**src/pcg_pkg.sv**
```systemverilog
/*
  Shared constants for the peripheral clock gate and software reset slice:
  register offsets, field positions, reset values and power mode codes.
  Assumes byte addressing on a 32-bit register port, one word per register.
*/
package pcg_pkg;

  // ----------------------------------------------------------------
  // Register offsets (byte addresses)
  // ----------------------------------------------------------------
  localparam logic [11:0] PCG_ADDR_SW_RESET_0 = 12'h040;
  localparam logic [11:0] PCG_ADDR_DEEP_GATE = 12'h128;
  localparam logic [11:0] PCG_ADDR_CLOCK_CFG = 12'h200;
  localparam logic [11:0] PCG_ADDR_IRQ_STATUS = 12'h204;
  localparam logic [11:0] PCG_ADDR_IRQ_MASK = 12'h208;
  localparam logic [11:0] PCG_ADDR_PORT_STATE = 12'h20C;
  localparam logic [11:0] PCG_ADDR_FAULT_INFO = 12'h210;

  // ----------------------------------------------------------------
  // Field positions
  // ----------------------------------------------------------------
  localparam int PCG_NUM_PORTS = 5;
  localparam int PCG_BIT_PORT_A = 0;
  localparam int PCG_BIT_PORT_E = 4;
  localparam int PCG_BIT_WATCHDOG = 3;
  localparam int PCG_BIT_CONVERTER = 16;
  localparam int PCG_BIT_ACG = 0;

  // Writable bits of the software reset register
  localparam logic [31:0] PCG_SW_RESET_IMPL = 32'h0001_0008;
  // Writable bits of the deep-sleep gate register
  localparam logic [31:0] PCG_DEEP_GATE_IMPL = 32'h0000_001F;

  // ----------------------------------------------------------------
  // Reset values
  // ----------------------------------------------------------------
  localparam logic [31:0] PCG_SW_RESET_RST = 32'h0000_0000;
  localparam logic [4:0] PCG_DEEP_GATE_RST = 5'h00;
  localparam logic [4:0] PCG_MASK_RST = 5'h00;
  localparam logic PCG_ACG_RST = 1'b0;

  // ----------------------------------------------------------------
  // Power modes
  // ----------------------------------------------------------------
  typedef enum logic [1:0] {
    PCG_MODE_RUN,
    PCG_MODE_SLEEP,
    PCG_MODE_DEEP
  } pcg_mode_t;

endpackage

```
**src/pcg_sticky.sv**
```systemverilog
/*
  Sticky event flags, cleared by writing one; a set in the same cycle
  as a clear wins. Assumes single-cycle event pulses on core_clk.
*/
`timescale 1ns/10ps
module pcg_sticky
  import pcg_pkg::*;
#(
  parameter int WIDTH = 5
) (
  input wire logic core_clk,
  input wire logic rst_b,
  input wire logic [WIDTH-1:0] set_in,
  input wire logic [WIDTH-1:0] clr_in,
  output logic [WIDTH-1:0] flag_reg
);

  // ----------------------------------------------------------------
  // Flags
  // ----------------------------------------------------------------
  always_ff @(posedge core_clk or negedge rst_b) begin
    if (!rst_b) begin
      flag_reg <= '0;
    end else begin
      // Set beats clear so no event is lost
      flag_reg <= (flag_reg & ~clr_in) | set_in;
    end
  end

endmodule

```
**src/pcg_port_gate.sv**
```systemverilog
/*
  Clock gate control and bus-fault check for one I/O port.
  Assumes access strobes are one cycle long and synchronous to core_clk.
*/
`timescale 1ns/10ps
module pcg_port_gate
  import pcg_pkg::*;
(
  input wire logic core_clk,
  input wire logic rst_b,
  input wire logic gate_sel,
  input wire logic access_req,
  output logic clk_en_reg,
  output logic access_ok,
  output logic access_fault
);

  // ----------------------------------------------------------------
  // Gate enable
  // ----------------------------------------------------------------
  always_ff @(posedge core_clk or negedge rst_b) begin
    if (!rst_b) begin
      clk_en_reg <= 1'b0;
    end else begin
      clk_en_reg <= gate_sel;
    end
  end

  // ----------------------------------------------------------------
  // Access check against the enable the port actually has
  // ----------------------------------------------------------------
  assign access_ok = access_req & clk_en_reg;
  assign access_fault = access_req & ~clk_en_reg;

endmodule

```
**src/pcg_clock_reset_ctrl.sv**
```systemverilog
/*
  Peripheral clock gate and software reset control: register file,
  per-port clock enables, bus-fault detection, peripheral reset holds
  and a fault interrupt.
  Assumes a single-master register port on core_clk, a power mode input
  from the power controller, and the run and sleep gate vectors and the
  first capability word supplied from elsewhere in system control.
  Register port: one-cycle strobes, never a read and a write together,
  read data in the cycle after the read strobe and zero otherwise.
  Port access requests are one-cycle pulses, one per attempted access,
  judged against the enable each port already has; the bus fault and
  the access grant are combinational so the fabric can end the access
  in the same cycle.
  Clock enables and reset holds are registered; the clock gate cells
  and the reset synchronisers of each peripheral sit outside this
  block and take them as levels.
  The power mode input is taken as synchronous and is expected to
  change only while the affected ports are idle.
*/
// The address-and-strobe port was decided locally.
`timescale 1ns/10ps
module pcg_clock_reset_ctrl
  import pcg_pkg::*;
#(
  parameter int ADDR_W = 12,
  parameter int NPORT = PCG_NUM_PORTS
) (
  input wire logic core_clk,
  input wire logic rst_b,
  input wire logic [ADDR_W-1:0] reg_addr,
  input wire logic [31:0] reg_wr_data,
  input wire logic reg_wr_en,
  input wire logic reg_rd_en,
  output logic [31:0] reg_rd_data,
  input wire pcg_mode_t power_mode,
  input wire logic [NPORT-1:0] run_port_clock_gate,
  input wire logic [NPORT-1:0] sleep_port_clock_gate,
  input wire logic [31:0] capability_mask_1,
  input wire logic [NPORT-1:0] port_access_req,
  output logic [NPORT-1:0] port_access_ok,
  output logic port_bus_fault,
  output logic [NPORT-1:0] port_clk_en,
  output logic converter_reset,
  output logic watchdog_reset,
  output logic irq
);

  // ----------------------------------------------------------------
  // Register state
  // ----------------------------------------------------------------
  logic [31:0] software_reset_control_0_reg;
  logic [NPORT-1:0] deep_sleep_port_clock_gate_reg;
  logic auto_clock_gating_select_reg;
  logic [NPORT-1:0] irq_mask_reg;
  logic [NPORT-1:0] irq_status;
  logic [NPORT-1:0] fault_seen_reg;
  logic [15:0] fault_count_reg;
  logic [31:0] reg_rd_data_reg;
  logic converter_reset_reg;
  logic watchdog_reset_reg;

  // ----------------------------------------------------------------
  // Address decode
  // ----------------------------------------------------------------
  logic hit_sw_reset;
  logic hit_deep_gate;
  logic hit_clock_cfg;
  logic hit_irq_status;
  logic hit_irq_mask;
  logic hit_fault_info;

  assign hit_sw_reset = (reg_addr == ADDR_W'(PCG_ADDR_SW_RESET_0));
  assign hit_deep_gate = (reg_addr == ADDR_W'(PCG_ADDR_DEEP_GATE));
  assign hit_clock_cfg = (reg_addr == ADDR_W'(PCG_ADDR_CLOCK_CFG));
  assign hit_irq_status = (reg_addr == ADDR_W'(PCG_ADDR_IRQ_STATUS));
  assign hit_irq_mask = (reg_addr == ADDR_W'(PCG_ADDR_IRQ_MASK));
  assign hit_fault_info = (reg_addr == ADDR_W'(PCG_ADDR_FAULT_INFO));

  // ----------------------------------------------------------------
  // Write strobes
  // ----------------------------------------------------------------
  // One strobe per writable register keeps every always block to its own concern
  logic wr_sw_reset;
  logic wr_deep_gate;
  logic wr_clock_cfg;
  logic wr_irq_status;
  logic wr_irq_mask;
  logic wr_fault_info;

  assign wr_sw_reset = reg_wr_en & hit_sw_reset;
  assign wr_deep_gate = reg_wr_en & hit_deep_gate;
  assign wr_clock_cfg = reg_wr_en & hit_clock_cfg;
  assign wr_irq_status = reg_wr_en & hit_irq_status;
  assign wr_irq_mask = reg_wr_en & hit_irq_mask;
  assign wr_fault_info = reg_wr_en & hit_fault_info;

  // ----------------------------------------------------------------
  // Software reset register
  // ----------------------------------------------------------------
  // Only the capability-present, implemented bits can ever be one,
  // so reserved fields stay zero; the read path also masks with PCG_SW_RESET_IMPL
  logic [31:0] sw_reset_next;

  assign sw_reset_next = reg_wr_data & capability_mask_1 & PCG_SW_RESET_IMPL;

  always_ff @(posedge core_clk or negedge rst_b) begin
    if (!rst_b) begin
      software_reset_control_0_reg <= PCG_SW_RESET_RST;
    end else if (wr_sw_reset) begin
      software_reset_control_0_reg <= sw_reset_next;
    end
  end

  // ----------------------------------------------------------------
  // Deep-sleep gate register
  // ----------------------------------------------------------------
  // Reserved bits are dropped at the write, so they always read zero
  always_ff @(posedge core_clk or negedge rst_b) begin
    if (!rst_b) begin
      deep_sleep_port_clock_gate_reg <= PCG_DEEP_GATE_RST;
    end else if (wr_deep_gate) begin
      deep_sleep_port_clock_gate_reg <= reg_wr_data[PCG_BIT_PORT_E:PCG_BIT_PORT_A];
    end
  end

  // ----------------------------------------------------------------
  // Clock configuration: auto gating select
  // ----------------------------------------------------------------
  always_ff @(posedge core_clk or negedge rst_b) begin
    if (!rst_b) begin
      auto_clock_gating_select_reg <= PCG_ACG_RST;
    end else if (wr_clock_cfg) begin
      auto_clock_gating_select_reg <= reg_wr_data[PCG_BIT_ACG];
    end
  end

  // ----------------------------------------------------------------
  // Interrupt mask
  // ----------------------------------------------------------------
  always_ff @(posedge core_clk or negedge rst_b) begin
    if (!rst_b) begin
      irq_mask_reg <= PCG_MASK_RST;
    end else if (wr_irq_mask) begin
      irq_mask_reg <= reg_wr_data[NPORT-1:0];
    end
  end

  // ----------------------------------------------------------------
  // Gate selection by power mode
  // ----------------------------------------------------------------
  // Without auto gating the run set stays in force in every mode, so
  // a port cannot stop merely because the core went to sleep
  logic [NPORT-1:0] gate_sel;

  always_comb begin
    gate_sel = run_port_clock_gate;
    case (power_mode)
      PCG_MODE_RUN: begin
        gate_sel = run_port_clock_gate;
      end
      PCG_MODE_SLEEP: begin
        if (auto_clock_gating_select_reg) begin
          gate_sel = sleep_port_clock_gate;
        end
      end
      PCG_MODE_DEEP: begin
        if (auto_clock_gating_select_reg) begin
          gate_sel = deep_sleep_port_clock_gate_reg;
        end
      end
      default: begin
        gate_sel = run_port_clock_gate;
      end
    endcase
  end

  // ----------------------------------------------------------------
  // Per-port gates
  // ----------------------------------------------------------------
  logic [NPORT-1:0] port_fault;

  genvar gi;
  generate
    for (gi = 0; gi < NPORT; gi++) begin : g_port
      pcg_port_gate u_gate (
        .core_clk(core_clk),
        .rst_b(rst_b),
        .gate_sel(gate_sel[gi]),
        .access_req(port_access_req[gi]),
        .clk_en_reg(port_clk_en[gi]),
        .access_ok(port_access_ok[gi]),
        .access_fault(port_fault[gi])
      );
    end
  endgenerate

  assign port_bus_fault = |port_fault;

  // ----------------------------------------------------------------
  // Fault events: sticky status and interrupt
  // ----------------------------------------------------------------
  logic [NPORT-1:0] status_clr;

  assign status_clr = wr_irq_status ? reg_wr_data[NPORT-1:0] : '0;

  pcg_sticky #(
    .WIDTH(NPORT)
  ) u_status (
    .core_clk(core_clk),
    .rst_b(rst_b),
    .set_in(port_fault),
    .clr_in(status_clr),
    .flag_reg(irq_status)
  );

  // ----------------------------------------------------------------
  // Interrupt output
  // ----------------------------------------------------------------
  // Combinational so the line rises in the cycle the status bit sets
  logic [NPORT-1:0] irq_pending;

  assign irq_pending = irq_status & irq_mask_reg;
  assign irq = |irq_pending;

  // ----------------------------------------------------------------
  // Fault diagnostics
  // ----------------------------------------------------------------
  // Counter saturates so a storm of faults never wraps to a small value
  always_ff @(posedge core_clk or negedge rst_b) begin
    if (!rst_b) begin
      fault_count_reg <= 16'h0000;
    end else if (wr_fault_info) begin
      fault_count_reg <= 16'h0000;
    end else if (port_bus_fault && (fault_count_reg != 16'hFFFF)) begin
      fault_count_reg <= fault_count_reg + 16'h0001;
    end
  end

  always_ff @(posedge core_clk or negedge rst_b) begin
    if (!rst_b) begin
      fault_seen_reg <= '0;
    end else if (port_bus_fault) begin
      fault_seen_reg <= port_fault;
    end
  end

  // ----------------------------------------------------------------
  // Peripheral reset holds
  // ----------------------------------------------------------------
  // Registered so a peripheral never sees a glitch from the bus decode
  logic converter_hold;
  logic watchdog_hold;

  assign converter_hold = software_reset_control_0_reg[PCG_BIT_CONVERTER];
  assign watchdog_hold = software_reset_control_0_reg[PCG_BIT_WATCHDOG];

  always_ff @(posedge core_clk or negedge rst_b) begin
    if (!rst_b) begin
      converter_reset_reg <= 1'b0;
    end else begin
      converter_reset_reg <= converter_hold;
    end
  end

  always_ff @(posedge core_clk or negedge rst_b) begin
    if (!rst_b) begin
      watchdog_reset_reg <= 1'b0;
    end else begin
      watchdog_reset_reg <= watchdog_hold;
    end
  end

  assign converter_reset = converter_reset_reg;
  assign watchdog_reset = watchdog_reset_reg;

  // ----------------------------------------------------------------
  // Read path
  // ----------------------------------------------------------------
  logic [31:0] fault_info_word;
  logic [31:0] rd_mux;

  always_comb begin
    fault_info_word = 32'h0000_0000;
    fault_info_word[15:0] = fault_count_reg;
    fault_info_word[16+NPORT-1:16] = fault_seen_reg;
  end

  // Unmapped offsets and reserved fields read as zero
  always_comb begin
    rd_mux = 32'h0000_0000;
    case (reg_addr)
      ADDR_W'(PCG_ADDR_SW_RESET_0): begin
        rd_mux = software_reset_control_0_reg & PCG_SW_RESET_IMPL;
      end
      ADDR_W'(PCG_ADDR_DEEP_GATE): begin
        rd_mux[NPORT-1:0] = deep_sleep_port_clock_gate_reg;
      end
      ADDR_W'(PCG_ADDR_CLOCK_CFG): begin
        rd_mux[PCG_BIT_ACG] = auto_clock_gating_select_reg;
      end
      ADDR_W'(PCG_ADDR_IRQ_STATUS): begin
        rd_mux[NPORT-1:0] = irq_status;
      end
      ADDR_W'(PCG_ADDR_IRQ_MASK): begin
        rd_mux[NPORT-1:0] = irq_mask_reg;
      end
      ADDR_W'(PCG_ADDR_PORT_STATE): begin
        rd_mux[NPORT-1:0] = port_clk_en;
      end
      ADDR_W'(PCG_ADDR_FAULT_INFO): begin
        rd_mux = fault_info_word;
      end
      default: begin
        rd_mux = 32'h0000_0000;
      end
    endcase
  end

  // Data stand for exactly the cycle after the read strobe
  always_ff @(posedge core_clk or negedge rst_b) begin
    if (!rst_b) begin
      reg_rd_data_reg <= 32'h0000_0000;
    end else if (reg_rd_en) begin
      reg_rd_data_reg <= rd_mux;
    end else begin
      reg_rd_data_reg <= 32'h0000_0000;
    end
  end

  assign reg_rd_data = reg_rd_data_reg;

endmodule

```
**config.mk**
```make
export PLATFORM = sky130hd
export DESIGN_NAME = pcg_clock_reset_ctrl
export DESIGN_NICKNAME = d
export VERILOG_FILES = /design/src/pcg_pkg.sv /design/src/pcg_sticky.sv /design/src/pcg_port_gate.sv /design/src/pcg_clock_reset_ctrl.sv
export SDC_FILE = /design/constraint.sdc
export NUM_CORES = 1
export LEC_CHECK = 0
export BUFFER_PORTS_ARGS = -buffer_cell sky130_fd_sc_hd__buf_2
export CAP_MARGIN = 20
export CORE_MARGIN = 2
export CORE_UTILIZATION = 45
export DETAILED_ROUTE_END_ITERATION = 8
export PLACE_DENSITY_LB_ADDON = 0.15
export SLEW_MARGIN = 20
export SYNTH_ARGS = -nofsm -noshare
export SYNTH_HDL_FRONTEND = slang
export SYNTH_SLANG_ARGS = --single-unit
```
**constraint.sdc**
```tcl
create_clock -name core_clk -period 3.8 [get_ports core_clk]
set_input_delay 0.38 -clock core_clk [delete_from_list [all_inputs] [get_ports core_clk]]
set_output_delay 0.38 -clock core_clk [all_outputs]
set_load 0.05 [all_outputs]
```
==> flow_summary.yaml <==
min_path:
  hold_class: "input pin to async pin"
clock_tree:
  cts-root-buf: "clkbuf_8"
  clk_pin_slew_ns: 0.08
  ctsHoldBuffers: 0
  clock_latency_ns: 0.35
  cts_resized: 0
  htree_levels: 3
  cts_tree: "yes"
  clk_path_buf_depth: 2
  cts_setup_buffers: 0
  clock_sinks: 67
  numCtsBuffers: 9
timing:
  finClkSkew_ns: 0.007009
  relSlewSlack_pct: 41.58
  hold_viol_final: 0
  slew_violations: 0
  worst_pin_slew_ns: 0.8763
  fin_crit_sh_pct: 70.64
  setup_viol: 0
  rsz0062_at_grt: "false"
  fin_tns_setup_ns: 0
  period_minus_slack_ns: 2.684
  fin_hold_ws_ns: 0.1457
  fmax_mhz: 372.5
setup_path:
  critPathLaunchType: "flop"
  critPathKind: "flop to output pin"
  cp.depth: 5
  required_ns: 3.42
  slowest_delay_ns: 0.62
  r2r_cells: 6
  worst-path-buf-inv: 2
  crit_fanout: 7
  crit_family: "simple AND/OR/NAND/NOR gates"
  cp_slowest_cell: "nor4_2"
  crit_path_end_kind: "output pin"
  cp.arrival_ns: 2.30
  cp_cell_sequence: "and2b_1 -> nor4_2 -> and2_0 -> inv_1 -> buf_2"
routing:
  viasPerCell: 5.389
  drt_iter0_drc: 101
  routed_wl_microns: 7628
  drt_pass1_iterations: 4
  drc: 0
  vias: 2646
  ant_nets: 0
  wire_per_inst_microns: 15.54
die:
  io_pins: 143
  die_width_microns: 90.87
  die_area_sq_um: 8257
  rows: 31
  core-area_sq_um: 7292
  start_util_pct: 46.57
  chipHeight_microns: 90.87
synthesis:
  synth_async_sr_flop_share_pct: 100.0
  synth-edff-count: 0
  synth_area_sq_um: 3396
  yosys_warnings: 0
  yosysUniqueCellTypes: 55
  postSynthAreaPerCell_sq_um: 10.55
  ys_seq_elements: 67
  synth_ff_type: "dfrtp_1"
  synthCells: 322
  seq_area_frac_synth_pct: 49.37
finish:
  largest_register_ffs: 21
  fin_nets: 487
  drive_gt1_share_pct: 30.87
  final_area_sq_um: 3910
  diodes: 0
  area_growth_pct: 15.14
  fin_cells: 491
global_route:
  overflow: 0
  grt_pass1_wl_microns: 12680
  antenna_found_initial: 0
  grt_max_degree: 42
  grtUsageMet2_pct: 32.21
  grt_busiest_layer: "met2"
  grt_pass1_vias: 2544
  use_met3_pct: 4.591
  use_met1_pct: 24.62
  track_usage_pct: 19.61
run:
  cap_violations: 0
placed_design:
  port-buffer-count: 75
  dp.cells: 475
  dpl_cell_area_sq_um: 3707
  gp_congestion: 0.8509
  hpwl_microns: 5607
pwr:
  vdd_drop_max_v: 0.0001680
  power_density_nw_per_um2: 478.4
  p_leak_nw: 1.921
  finalPower_w: 0.001870
outcome:
  outcome: "completed"
[path summary, 6_finish.rpt]
check                      slack, ns                               endpoint                                         start
max                             1.12                         port_bus_fault         g_port[2].u_gate.clk_en_reg$_DFF_PN0_
min                             0.15              reg_rd_data[20]$_DFF_PN0_                                         rst_b
max reg2reg                     1.67        fault_count_reg[11]$_DFFE_PN0P_                fault_count_reg[0]$_DFFE_PN0P_
min reg2reg                     0.41              converter_reset$_DFF_PN0_  software_reset_control_0_reg[16]$_DFFE_PN0P_
max in group asynchronous       2.76         fault_count_reg[2]$_DFFE_PN0P_                                         rst_b
min in group core_clk           0.23  g_port[0].u_gate.clk_en_reg$_DFF_PN0_                        run_port_clock_gate[0]
[metal layers]
layer,vias up,part of all wire [%]
met2,93,49
met4,0,1.3
met3,10,7.0
met5,-,0
li1,1261,-
met1,1282,43
[where the power goes]
part           leakage (nW)  internal [W]  switching, W
sequential            0.849      0.000797      0.000101
combinational         0.981      0.000139      0.000226
clock                0.0905      0.000319      0.000289
total                  1.92       0.00125      0.000616
[area by class of cell]
class / instances / area [sq um]
Multi-Input combinational cell: 219 / 1468
Sequential cell: 67 / 1677
Clock buffer: 10 / 137.6
Fill cell: 685 / 3382
Clock inverter: 6 / 65.06
Tap cell: 99 / 123.9
Timing Repair Buffer: 77 / 390.4
Inverter: 13 / 48.80
[cells by family after synthesis]
kind of cell / Yosys count / share of synthesized area [%]
other: 1 / 0.1104
buffers and inverters: 46 / 8.511
xor gates and xnor gates: 4 / 1.032
muxes: 18 / 6.227
DFF: 67 / 49.37
AOI/OAI and AO/OA: 55 / 11.46
and+or+nand+nor: 128 / 22.18
adders and majority gates: 3 / 1.105
[synth_stat cells (2+ instances only)]
library cell,number,area [sq um]
mux2_2,13,146.4
clkbuf_1,3,11.26
inv_1,13,48.80
a222oi_1,2,20.02
and2_1,7,43.79
nor2_1,16,60.06
nand4_1,11,68.82
dfrtp_1,67,1677
nand2_1,31,116.4
a22oi_1,7,52.55
o21ai_0,11,55.05
nor4_1,3,18.77
a21oi_1,8,40.04
nor4_2,2,25.02
a41oi_1,4,35.03
buf_4,24,180.2
o41ai_1,5,43.79
o311ai_0,3,26.28
a211oi_1,2,15.01
xnor2_1,4,35.03
a21bo_2,2,20.02
a31oi_1,6,37.54
or3_1,6,37.54
buf_6,3,33.78
ha_1,3,37.54
mux2_1,2,22.52
buf_2,3,15.01
and2b_1,4,30.03
and3_1,18,112.6
nand3_1,9,45.04
nand2b_1,5,31.28
mux2i_1,2,20.02
[metrics by stage]
stage	setup WS, ns	util (%)
floorplan	1.776	-
global placement	1.398	50.84
detailed placement	1.387	50.84
CTS	1.067	53.62
global route	0.8932	53.62
finish	1.116	53.62
[layout by cell type (no fill, tap or decap), drive strengths merged, types with 6 or more instances in the layout]
cell    instances
buf            77
nor4            6
mux2           15
clkbuf         10
inv            13
nor2           17
and2            8
nand2          32
a22oi           7
a31oi           6
nand3           9
conb           11
o21ai          11
and3           18
dfrtp          67
or3             6
nand4          12
a21oi           8
No activity file was read; power rests on OpenSTA's default activity.
